`src/io_irq_defs.vh`:
```
`ifndef IO_IRQ_DEFS_VH
`define IO_IRQ_DEFS_VH

// ============================================================
// channel operating modes
`define MODE_ALARM        2'h0
`define MODE_COUNTER      2'h1
`define MODE_FREQ         2'h2
`define MODE_OFF          2'h3

// ============================================================
// event byte field positions
`define EVB_GATE_OPEN     0
`define EVB_GATE_CLOSE    1
`define EVB_OVF_UNF       2
`define EVB_CMP_HIT       3
`define EVB_LATCH         4
`define EVB_MEAS_END      0

// ============================================================
// diagnostic cause bits
`define DIAG_LOST         0
`define DIAG_OUT_FEED     1
`define DIAG_IN_FEED      2
`define DIAG_SHORT        3
`define DIAG_W            4

// ============================================================
// handler-visible layout and reset values
`define EVT_BYTE_W        8
`define EVT_WORD_W        32
`define LOCAL_BASE_WORD   6
`define LOCAL_EVT_DWORD   8
`define BASE_ADDR_W       16
`define ZERO_BYTE         8'h00
`define ZERO_WORD         32'h0000_0000
`define ZERO_DIAG         4'h0
`define ZERO_CH           4'h0
`define ZERO_IN           16'h0000
`define ZERO_BASE         16'h0000

`endif

```
`src/event_byte_format.v`:
```
`timescale 1ns/1ps
`default_nettype none
`include "io_irq_defs.vh"

// ============================================================
// one channel's event byte laid out for the channel's mode
module event_byte_format
#(
  parameter HAS_ALARM = 1,
  parameter HAS_GATE  = 0
)
(
  input  wire [1:0] mode,
  input  wire [7:0] alarm_edges,
  input  wire       ovf_unf,
  input  wire       cmp_hit,
  input  wire       gate_open,
  input  wire       gate_close,
  input  wire       latch_new,
  input  wire       meas_end,
  output reg  [7:0] evt_byte
);

  always @*
  begin
    evt_byte = `ZERO_BYTE;
    case (mode)
      `MODE_ALARM:
      begin
        // channels without alarm inputs keep the byte reserved as zero
        if (HAS_ALARM != 0)
          evt_byte = alarm_edges;
      end
      `MODE_COUNTER:
      begin
        evt_byte[`EVB_OVF_UNF] = ovf_unf;
        evt_byte[`EVB_CMP_HIT] = cmp_hit;
        if (HAS_GATE != 0)
        begin
          evt_byte[`EVB_GATE_OPEN]  = gate_open;
          evt_byte[`EVB_GATE_CLOSE] = gate_close;
          evt_byte[`EVB_LATCH]      = latch_new;
        end
      end
      `MODE_FREQ:
        evt_byte[`EVB_MEAS_END] = meas_end;
      default:
        evt_byte = `ZERO_BYTE;
    endcase
  end

endmodule // event_byte_format

`default_nettype wire

```
`src/io_process_interrupt_event_word.v`:
```
`timescale 1ns/1ps
`default_nettype none
`include "io_irq_defs.vh"

// Behaviour
// - process interrupts only under combined diagnostics+process selection
// - triggers: alarm edge, compare, overflow, underflow, gates
// - diagnostics: lost interrupt, both feeds, output short
// - handler gets base address and event word
// - each event byte follows its channel's mode
// - alarm mode: byte 8 bit n is input 0.n
// - alarm mode: byte 9 is inputs 1.n; 10,11 reserved
// - counter mode bytes 8-10: bit2 over/underflow, bit3 compare
// - byte 11: gate open/close, wrap, compare, latch
// - frequency mode: bit 0 ends integration time
// - repeat event while handled raises lost diagnostic
module io_process_interrupt_event_word
#(
  parameter [15:0] BASE_ADDR = 16'h0000
)
(
  input  wire        clk,
  input  wire        rstn,
  input  wire        ce,
  input  wire        irq_select_combined,
  input  wire        diag_enable,
  input  wire [3:0]  chan_irq_en,
  input  wire [7:0]  chan_mode,
  input  wire [15:0] alarm_in,
  input  wire [15:0] alarm_rise_en,
  input  wire [15:0] alarm_fall_en,
  input  wire [3:0]  cnt_cmp_hit,
  input  wire [3:0]  cnt_overflow,
  input  wire [3:0]  cnt_underflow,
  input  wire        hardware_gate,
  input  wire        software_gate,
  input  wire        cnt3_latch_new,
  input  wire [3:0]  meas_end,
  input  wire        output_power_feed_ok,
  input  wire        input_power_feed_ok,
  input  wire        do_short_overload,
  input  wire        proc_ack,
  input  wire        diag_ack,
  output reg         proc_irq_q,
  output reg  [31:0] event_word_q,
  output reg  [15:0] base_addr_q,
  output reg         diag_irq_q,
  output reg  [3:0]  diag_cause_q
);

  // ============================================================
  // edge helpers
  function edge_hit;
    input prev;
    input cur;
    input rise_en;
    input fall_en;
    begin
      edge_hit = (rise_en & ~prev & cur) | (fall_en & prev & ~cur);
    end
  endfunction

  function fault_rise;
    input ok_prev;
    input ok_cur;
    begin
      fault_rise = ok_prev & ~ok_cur;
    end
  endfunction

  // ============================================================
  // previous-sample registers and pending event word
  reg  [15:0] alarm_prev_q;
  reg         hardware_gate_prev_q;
  reg         out_feed_prev_q;
  reg         in_feed_prev_q;
  reg         short_prev_q;
  reg  [31:0] pend_word_q;

  wire [15:0] alarm_edges;
  wire        gate_open_evt;
  wire        gate_close_evt;
  wire [31:0] raw_word;
  wire [31:0] chan_mask;
  wire [31:0] new_word;
  wire        lost_evt;
  wire [3:0]  diag_evt;
  wire        take_ack;

  genvar gi;
  generate
    for (gi = 0; gi < 16; gi = gi + 1)
    begin : g_alarm
      assign alarm_edges[gi] = edge_hit(alarm_prev_q[gi], alarm_in[gi],
                                        alarm_rise_en[gi], alarm_fall_en[gi]);
    end
  endgenerate

  // gate events count only while the software gate stands open
  assign gate_open_evt  = software_gate & ~hardware_gate_prev_q & hardware_gate;
  assign gate_close_evt = software_gate & hardware_gate_prev_q & ~hardware_gate;

  // ============================================================
  // per-channel formatting
  generate
    for (gi = 0; gi < 4; gi = gi + 1)
    begin : g_chan
      event_byte_format
      #(
        .HAS_ALARM ((gi < 2) ? 1 : 0),
        .HAS_GATE  ((gi == 3) ? 1 : 0)
      )
      u_fmt
      (
        .mode        (chan_mode[2*gi+1:2*gi]),
        .alarm_edges ((gi < 2) ? alarm_edges[8*(gi%2)+7:8*(gi%2)] : `ZERO_BYTE),
        .ovf_unf     (cnt_overflow[gi] | cnt_underflow[gi]),
        .cmp_hit     (cnt_cmp_hit[gi]),
        .gate_open   (gate_open_evt),
        .gate_close  (gate_close_evt),
        .latch_new   (cnt3_latch_new),
        .meas_end    (meas_end[gi]),
        .evt_byte    (raw_word[8*gi+7:8*gi])
      );
      assign chan_mask[8*gi+7:8*gi] = {`EVT_BYTE_W{chan_irq_en[gi]}};
    end
  endgenerate

  // whole word is suppressed unless the irq_select_combined input is set
  assign new_word = irq_select_combined ? (raw_word & chan_mask) : `ZERO_WORD;

  assign take_ack = proc_ack & proc_irq_q;

  // a repeat of an event that the handler still holds cannot be queued
  assign lost_evt = proc_irq_q & ~take_ack & |(new_word & event_word_q);

  assign diag_evt[`DIAG_LOST]     = lost_evt;
  assign diag_evt[`DIAG_OUT_FEED] = fault_rise(out_feed_prev_q, output_power_feed_ok);
  assign diag_evt[`DIAG_IN_FEED]  = fault_rise(in_feed_prev_q, input_power_feed_ok);
  assign diag_evt[`DIAG_SHORT]    = ~short_prev_q & do_short_overload;

  // ============================================================
  // sampling of inputs
  always @(posedge clk)
  begin
    if (!rstn)
    begin
      alarm_prev_q    <= `ZERO_IN;
      hardware_gate_prev_q  <= 1'b0;
      out_feed_prev_q <= 1'b0;
      in_feed_prev_q  <= 1'b0;
      short_prev_q    <= 1'b0;
    end
    else if (ce)
    begin
      alarm_prev_q    <= alarm_in;
      hardware_gate_prev_q  <= hardware_gate;
      out_feed_prev_q <= output_power_feed_ok;
      in_feed_prev_q  <= input_power_feed_ok;
      short_prev_q    <= do_short_overload;
    end
  end

  // ============================================================
  // process interrupt delivery
  // events arriving while the handler runs, except repeats of bits held in
  // event_word_q, wait in pend_word_q and are
  // delivered as one further interrupt after the acknowledge
  always @(posedge clk)
  begin
    if (!rstn)
    begin
      proc_irq_q   <= 1'b0;
      event_word_q <= `ZERO_WORD;
      pend_word_q  <= `ZERO_WORD;
      base_addr_q  <= `ZERO_BASE;
    end
    else if (ce)
    begin
      if (!proc_irq_q)
      begin
        if (|(new_word | pend_word_q))
        begin
          proc_irq_q   <= 1'b1;
          event_word_q <= new_word | pend_word_q;
          base_addr_q  <= BASE_ADDR;
          pend_word_q  <= `ZERO_WORD;
        end
      end
      else if (take_ack)
      begin
        // events in the acknowledge cycle are not lost
        if (|(new_word | pend_word_q))
        begin
          event_word_q <= new_word | pend_word_q;
          pend_word_q  <= `ZERO_WORD;
        end
        else
        begin
          proc_irq_q   <= 1'b0;
          event_word_q <= `ZERO_WORD;
        end
      end
      else
        pend_word_q <= pend_word_q | (new_word & ~event_word_q);
    end
  end

  // ============================================================
  // diagnostic interrupt
  always @(posedge clk)
  begin
    if (!rstn)
    begin
      diag_irq_q   <= 1'b0;
      diag_cause_q <= `ZERO_DIAG;
    end
    else if (ce)
    begin
      if (diag_enable && (|diag_evt))
      begin
        // set wins over a clear in the same cycle
        diag_irq_q   <= 1'b1;
        diag_cause_q <= (diag_ack ? `ZERO_DIAG : diag_cause_q) | diag_evt;
      end
      else if (diag_ack)
      begin
        diag_irq_q   <= 1'b0;
        diag_cause_q <= `ZERO_DIAG;
      end
    end
  end

endmodule // io_process_interrupt_event_word

`default_nettype wire

```
`config.mk`:
```
export PLATFORM = sky130hd
export DESIGN_NAME = io_process_interrupt_event_word
export DESIGN_NICKNAME = d
export VERILOG_FILES = /design/src/event_byte_format.v /design/src/io_process_interrupt_event_word.v
export VERILOG_INCLUDE_DIRS = /design/src
export SDC_FILE = /design/constraint.sdc
export NUM_CORES = 1
export LEC_CHECK = 0
export BUFFER_PORTS_ARGS = -buffer_cell sky130_fd_sc_hd__buf_2
export CAP_MARGIN = 5
export CORE_UTILIZATION = 52
export DETAILED_ROUTE_END_ITERATION = 12
export PLACE_DENSITY = 0.8
export SYNTH_ARGS = -nofsm -noshare
export SYNTH_HDL_FRONTEND = slang
export SYNTH_SLANG_ARGS = --single-unit
export TNS_END_PERCENT = 50
```
`constraint.sdc`:
```
create_clock -name clk -period 3.1 [get_ports clk]
set_input_delay 0.31 -clock clk [delete_from_list [all_inputs] [get_ports clk]]
set_output_delay 0.31 -clock clk [all_outputs]
set_load 0.01 [all_outputs]
```
==> results of run 1 <==
## final cells by class
class	instances	area, µm²	area share (%)
clock buffer	10	137.6	2.374
clock inverter	6	65.06	1.122
inverter	20	75.07	1.295
multi-input combinational	440	2799	48.27
sequential	90	1802	31.07
tap	111	138.9	2.395
timing repair buffer	146	780.7	13.47
## state kept, by name (all words and copies together), names as in the netlist
name                  count
pend_word_q              32
in_feed_prev_q            1
proc_irq_q                1
short_prev_q              1
diag_cause_q              4
diag_irq_q                1
out_feed_prev_q           1
hardware_gate_prev_q      1
alarm_prev_q             16
event_word_q             32
## layer usage
layer  track usage, %  vias up
met5                0        -
li1                 -     2429
met2            52.82      267
met3            5.887       55
met1            36.66     2423
met4            14.59        0
## power breakdown
group | total [µW] | internal [µW] | leakage [µW] | switching, µW
sequential | 1200 | 1180 | 0.000730 | 20.9
clock | 836 | 396 | 0.000103 | 440
combinational | 402 | 143 | 0.00157 | 260
total | 2440 | 1720 | 0.00240 | 721
## worst min-delay path, stage by stage
cell and delay (ps):
buf_2 90, mux2i_1 60, nor2_1 70
## metrics by stage
| stage | total power (µW) | hold slack, ps |
|---|---|---|
| detailed placement | 1621 | 444.7 |
| floorplan | 1473 | 425.0 |
| global placement | 1609 | 432.8 |
| CTS | 2438 | 197.9 |
| finish | 2440 | 203.7 |
| global route | 2539 | 213.6 |
## logic make-up after synthesis
family / share of synthesized area, %
adders and majority gates: 0.5105
AOI/OAI and AO/OA: 18.48
other: 0.07652
buffers and inverters: 7.276
DFF: 36.76
and+or+nand+nor: 32.81
muxes: 4.085
## placed cells by master (no fill, tap or decap), drive strengths merged, types with 6 or more instances in the layout
master / instances
nand3: 44
a31oi: 6
nand4b: 8
conb: 16
a32oi: 10
nor3b: 27
nand4: 26
clkbuf: 10
o21ai: 16
o311ai: 17
a21oi: 17
o32ai: 10
buf: 146
nand2: 57
nor4: 10
nand3b: 23
dfxtp: 90
o211ai: 8
mux2i: 20
nor2: 45
inv: 21
nor3: 15
## worst paths after layout
check / startpoint / endpoint / cells past startpoint
max: alarm_prev_q[0] / pend_word_q[13] / 8
min: alarm_in[3] / alarm_prev_q[3] / 3
max reg2reg: alarm_prev_q[0] / pend_word_q[13] / 8
min reg2reg: diag_cause_q[3] / diag_cause_q[3] / 2
==> flow_summary.ini, run 1 <==
[status]
outcome = finished clean

[routing]
drtPass1Iterations = 7
wl_per_cell_um = 17.85
viasPerCell = 6.287
antenna_left = 0
dr_wl_met3_um = 1190
dr_wl_met2_um = 7155
top_layer_used = met4
vias = 5174
drt_iter0_drc = 320
m1WireLength_um = 5831
routed_wl_um = 14690
drcViolationCount = 0

[final_layout]
final_util_pct = 63.05
nets = 798
final_cells = 823
num-fill-cells = 827
area_growth_pct = 18.30
drive_above_1_share_pct = 24.58
stdcell_area_um2 = 5798
antenna_cells = 0

[clocking]
cts_hold_buffers = 0
cts-root-buf = clkbuf_8
insertion_delay_ps = 360
cts_max_path_buffers = 2
cts_sinks = 90
cts_buffers = 9
clkTransAtPathRegs_ps = 90
ctsResizeCount = 0
htreeDepth = 3
cts_setup_buffers = 0
tritoncts = yes

[sta]
fin_crit_sh_pct = 87.07
tightest_slew_ps = 792.6
relSlewSlack_pct = 46.96
clock.fmax_ghz = 0.3705
rsz0062_at_grt = no
hold_viol_final = 0
setup_tns_ps = 0
fin_skew_ps = 7.468
fin_ws_ps = 400.7
fin_crit_ps = 2699
maxSlewViolCount = 0
finalSetupViolations = 0

[synth]
yosysTopAreaCell = dfxtp_1
synth.distinct_cells = 63
ys_top_cells_by_count = dfxtp_1 (90), nand2_1 (57), nor2_1 (45)
ys_warn_count = 0
synthCells = 593
syn_area_um2 = 4901
syn_avg_cell_area_um2 = 8.265
yosysTopAreaCellShare_pct = 36.76
ys.flop_type = dfxtp_1
ys_ff_latch = 90
seq_area_frac_synth_pct = 36.76
synth_edf_count = 0
synth_area_leaders = dfxtp_1 (37%), nand3_1 (4.5%), nand2_1 (4.4%)
yosysMostFrequentCell = dfxtp_1
async_reset_ff_share_pct = 0

[die]
die_area_um2 = 9817
start_util_pct = 53.29
ios = 143
dieHeight_um = 99.08
die_x_um = 99.08
row_count = 35
core_area_um2 = 9196

[global_route]
grt_pass1_vias = 5018
grt_pass1_wl_um = 23900
antenna_found_initial = 0
grt_use_total_pct = 30.60
grt_start_max_net_pins = 54
grt_overflow_total = 0

[worst_setup_path]
path_cells = and3b_1 > o311ai_1 > nand2b_1 > a2111oi_4 > buf_4 > a31oi_2 > buf_4 > o32ai_1
slowest_stage = o311ai_1
rrSetupSlack_ps = 400
critPathKind = flip-flop to flip-flop
path_buf_inv = 2
cpMostUsedCell = buf_4
cpPeakStageDelay_ps = 550
crit_required_ps = 3360
critPathMaxFanout = 22
endpoint_kind = flip-flop
start_kind = flip-flop
crit_family = compound AO/OA/AOI/OAI gates
cp.arrival_ps = 2960

[run]
cap_violations = 0

[hold_path]
hold_path_class = primary input to flip-flop

[pwr]
vdd_drop_max_v = 0.0001997
power_density_nw_per_um2 = 420.9
p_leak_uw = 0.002405

[placement]
place_inst = 807
portBuffers = 126
place_congestion = 0.9011
dpl_cell_area_um2 = 5595
dp_slack_ps = 399.7
dpl.hpwl_um = 10810
(Power assumes the default switching activity.)
==> run 2: changes to the inputs <==
--- a/config.mk
+++ b/config.mk
@@ -8,9 +8,9 @@
 export LEC_CHECK = 0
 export BUFFER_PORTS_ARGS = -buffer_cell sky130_fd_sc_hd__buf_2
 export CAP_MARGIN = 5
-export CORE_UTILIZATION = 52
+export CORE_UTILIZATION = 55
 export DETAILED_ROUTE_END_ITERATION = 12
-export PLACE_DENSITY = 0.8
+export PLACE_DENSITY = 0.84
 export SYNTH_ARGS = -nofsm -noshare
 export SYNTH_HDL_FRONTEND = slang
 export SYNTH_SLANG_ARGS = --single-unit
==> constraint.sdc (replaced) <==
create_clock -name clk -period 3.3 [get_ports clk]
set_input_delay 0.33 -clock clk [delete_from_list [all_inputs] [get_ports clk]]
set_output_delay 0.33 -clock clk [all_outputs]
set_load 0.01 [all_outputs]
==> run 2 against run 1 <==
Against the previous run: register-to-register slack better by 120 ps; clock-buffer cell count stayed put; first-iteration DRC count grew 33%; critical path type unchanged.
==> flow_summary.ini, run 2 (synthesized netlist as in run 1, its figures left out) <==
[global_route]
grt_pass1_vias = 4822
grt_use_total_pct = 32.55
grt_start_max_net_pins = 71
grtUsageMet2_pct = 54.02
grt_overflow_total = 0
grt_pass1_wl_um = 23290
use_met3_pct = 4.538
antenna_found_initial = 0
busiest_layer = met2
grtUsageMet1_pct = 42.21

[clocking]
cts_setup_buffers = 0
ctsResizeCount = 0
cts_max_path_buffers = 2
htreeDepth = 3
cts_hold_buffers = 0
cts_buffers = 9
clkTransAtPathRegs_ps = 100
cts-root-buf = clkbuf_8
insertion_delay_ps = 370
cts_sinks = 90
tritoncts = yes

[worst_setup_path]
r2r_start = alarm_prev_q[0]
crit_family = compound AO/OA/AOI/OAI gates
critPathMaxFanout = 8
cpPeakStageDelay_ps = 640
crit_required_ps = 3590
startpoint = alarm_prev_q[0]
path_cells = and3b_1 > o311ai_1 > nand2b_1 > a2111oi_4 > nand4b_2 > o211ai_1
cp.arrival_ps = 3060
slowest_stage = a2111oi_4
critPathKind = flip-flop to flip-flop
endpoint_kind = flip-flop
start_kind = flip-flop
path_buf_inv = 0

[sta]
hold_viol_final = 0
fin_crit_sh_pct = 84.20
fin_skew_ps = 18.06
maxSlewViolCount = 0
setup_tns_ps = 0
finalSetupViolations = 0
fin_crit_ps = 2779
clock.fmax_ghz = 0.3599
tightest_slew_ps = 905.9
relSlewSlack_pct = 39.61
rsz0062_at_grt = no

[run]
cap_violations = 0

[pwr]
pwr-share-clk_pct = 32.6
vdd_drop_max_v = 0.0002325
internal-power_uw = 1544
p_switching_uw = 696.1
power_density_nw_per_um2 = 388.7
seq_power_share_pct = 50.4
combPwrFrac_pct = 17.0
p_sw_share_pct = 31.08
p_leak_uw = 0.002383

[final_layout]
area_growth_pct = 17.59
final_common_cell = buf_2
final_cells = 818
final_cell_mix = buf_2 (126), dfxtp_1 (90), nand2_1 (57), nor2_1 (45), nand3_1 (44)
antenna_cells = 0
final_util_pct = 66.41
nets = 796
num-fill-cells = 733
drive_above_1_share_pct = 24.37
reg_top3 = event_word_q x32, pend_word_q x32, alarm_prev_q x16

[die]
die_x_um = 96.40
start_util_pct = 56.47
row_count = 34
ios = 143
die_area_um2 = 9292
dieHeight_um = 96.40
core_area_um2 = 8678

[routing]
drt_iter0_drc = 424
viasPerCell = 6.399
routed_wl_um = 14660
drcViolationCount = 0
antenna_left = 0
vias = 5234
drtPass1Iterations = 5
wl_per_cell_um = 17.92

[hold_path]
hold_path_class = primary input to flip-flop
hp-start = alarm_in[6]

[placement]
dpl.hpwl_um = 10490
portBuffers = 126
place_congestion = 0.9221
place_inst = 802

[status]
outcome = finished clean
[run 2: cell count changes in the layout (fill, tap and decap cells not counted), sizes merged]
cell / delta
clkinvlp: +1
clkinv: -1
inv: +1
buf: -2
bufinv: -1
[run 2: path summary, 6_finish.rpt]
path / end / cells past startpoint / slack, ps
worst max-delay path: event_word_q[21] / 6 / 520
worst min-delay path: alarm_prev_q[6] / 3 / 210
worst max register to register: event_word_q[21] / 6 / 520
worst min register to register: pend_word_q[18] / 2 / 460
[run 2: area by class of cell]
| cell class | instances | area (µm²) | area share (%) |
|---|---|---|---|
| inverter | 20 | 75.07 | 1.303 |
| tap | 108 | 135.1 | 2.345 |
| sequential | 90 | 1802 | 31.26 |
| clock buffer | 10 | 137.6 | 2.388 |
| clock inverter | 6 | 48.80 | 0.8467 |
| timing repair buffer | 144 | 765.7 | 13.29 |
| multi-input combinational | 440 | 2799 | 48.57 |
[run 2: metrics by stage]
| stage | area, µm² | total power, µW | setup slack [ps] | hold WS, ps |
|---|---|---|---|---|
| 4_1_cts | 5763 | 2236 | 563.3 | 206.6 |
| 3_5_place_dp | 5577 | 1523 | 513.4 | 443.9 |
| 6_report | 5763 | 2240 | 521.4 | 211.1 |
| 3_3_place_gp | 5577 | 1510 | 560.2 | 435.0 |
| 5_1_grt | 5763 | 2323 | 405.1 | 222.3 |
| 2_1_floorplan | 4957 | 1384 | 1077 | 425.0 |
[run 2: metal layers]
| metal | wire length [µm] | share of wire [%] |
|---|---|---|
| met1 | 5976 | 41 |
| met2 | 7101 | 48 |
| met3 | 1240 | 8.5 |
| met4 | 341 | 2.3 |
| met5 | 0 | 0 |
[run 2: tightest hold or removal path, stage by stage]
cell and delay (ps):
buf_2 90, mux2i_1 60, nor2_1 70
[run 2: power by group through the flow]
stage | clock, µW | combinational [µW] | sequential [µW]
detailed placement | 0 | 369 | 1150
global route | 780 | 410 | 1130
global placement | 0 | 359 | 1150
CTS | 737 | 372 | 1130
floorplan | 0 | 232 | 1150
finish | 731 | 381 | 1130
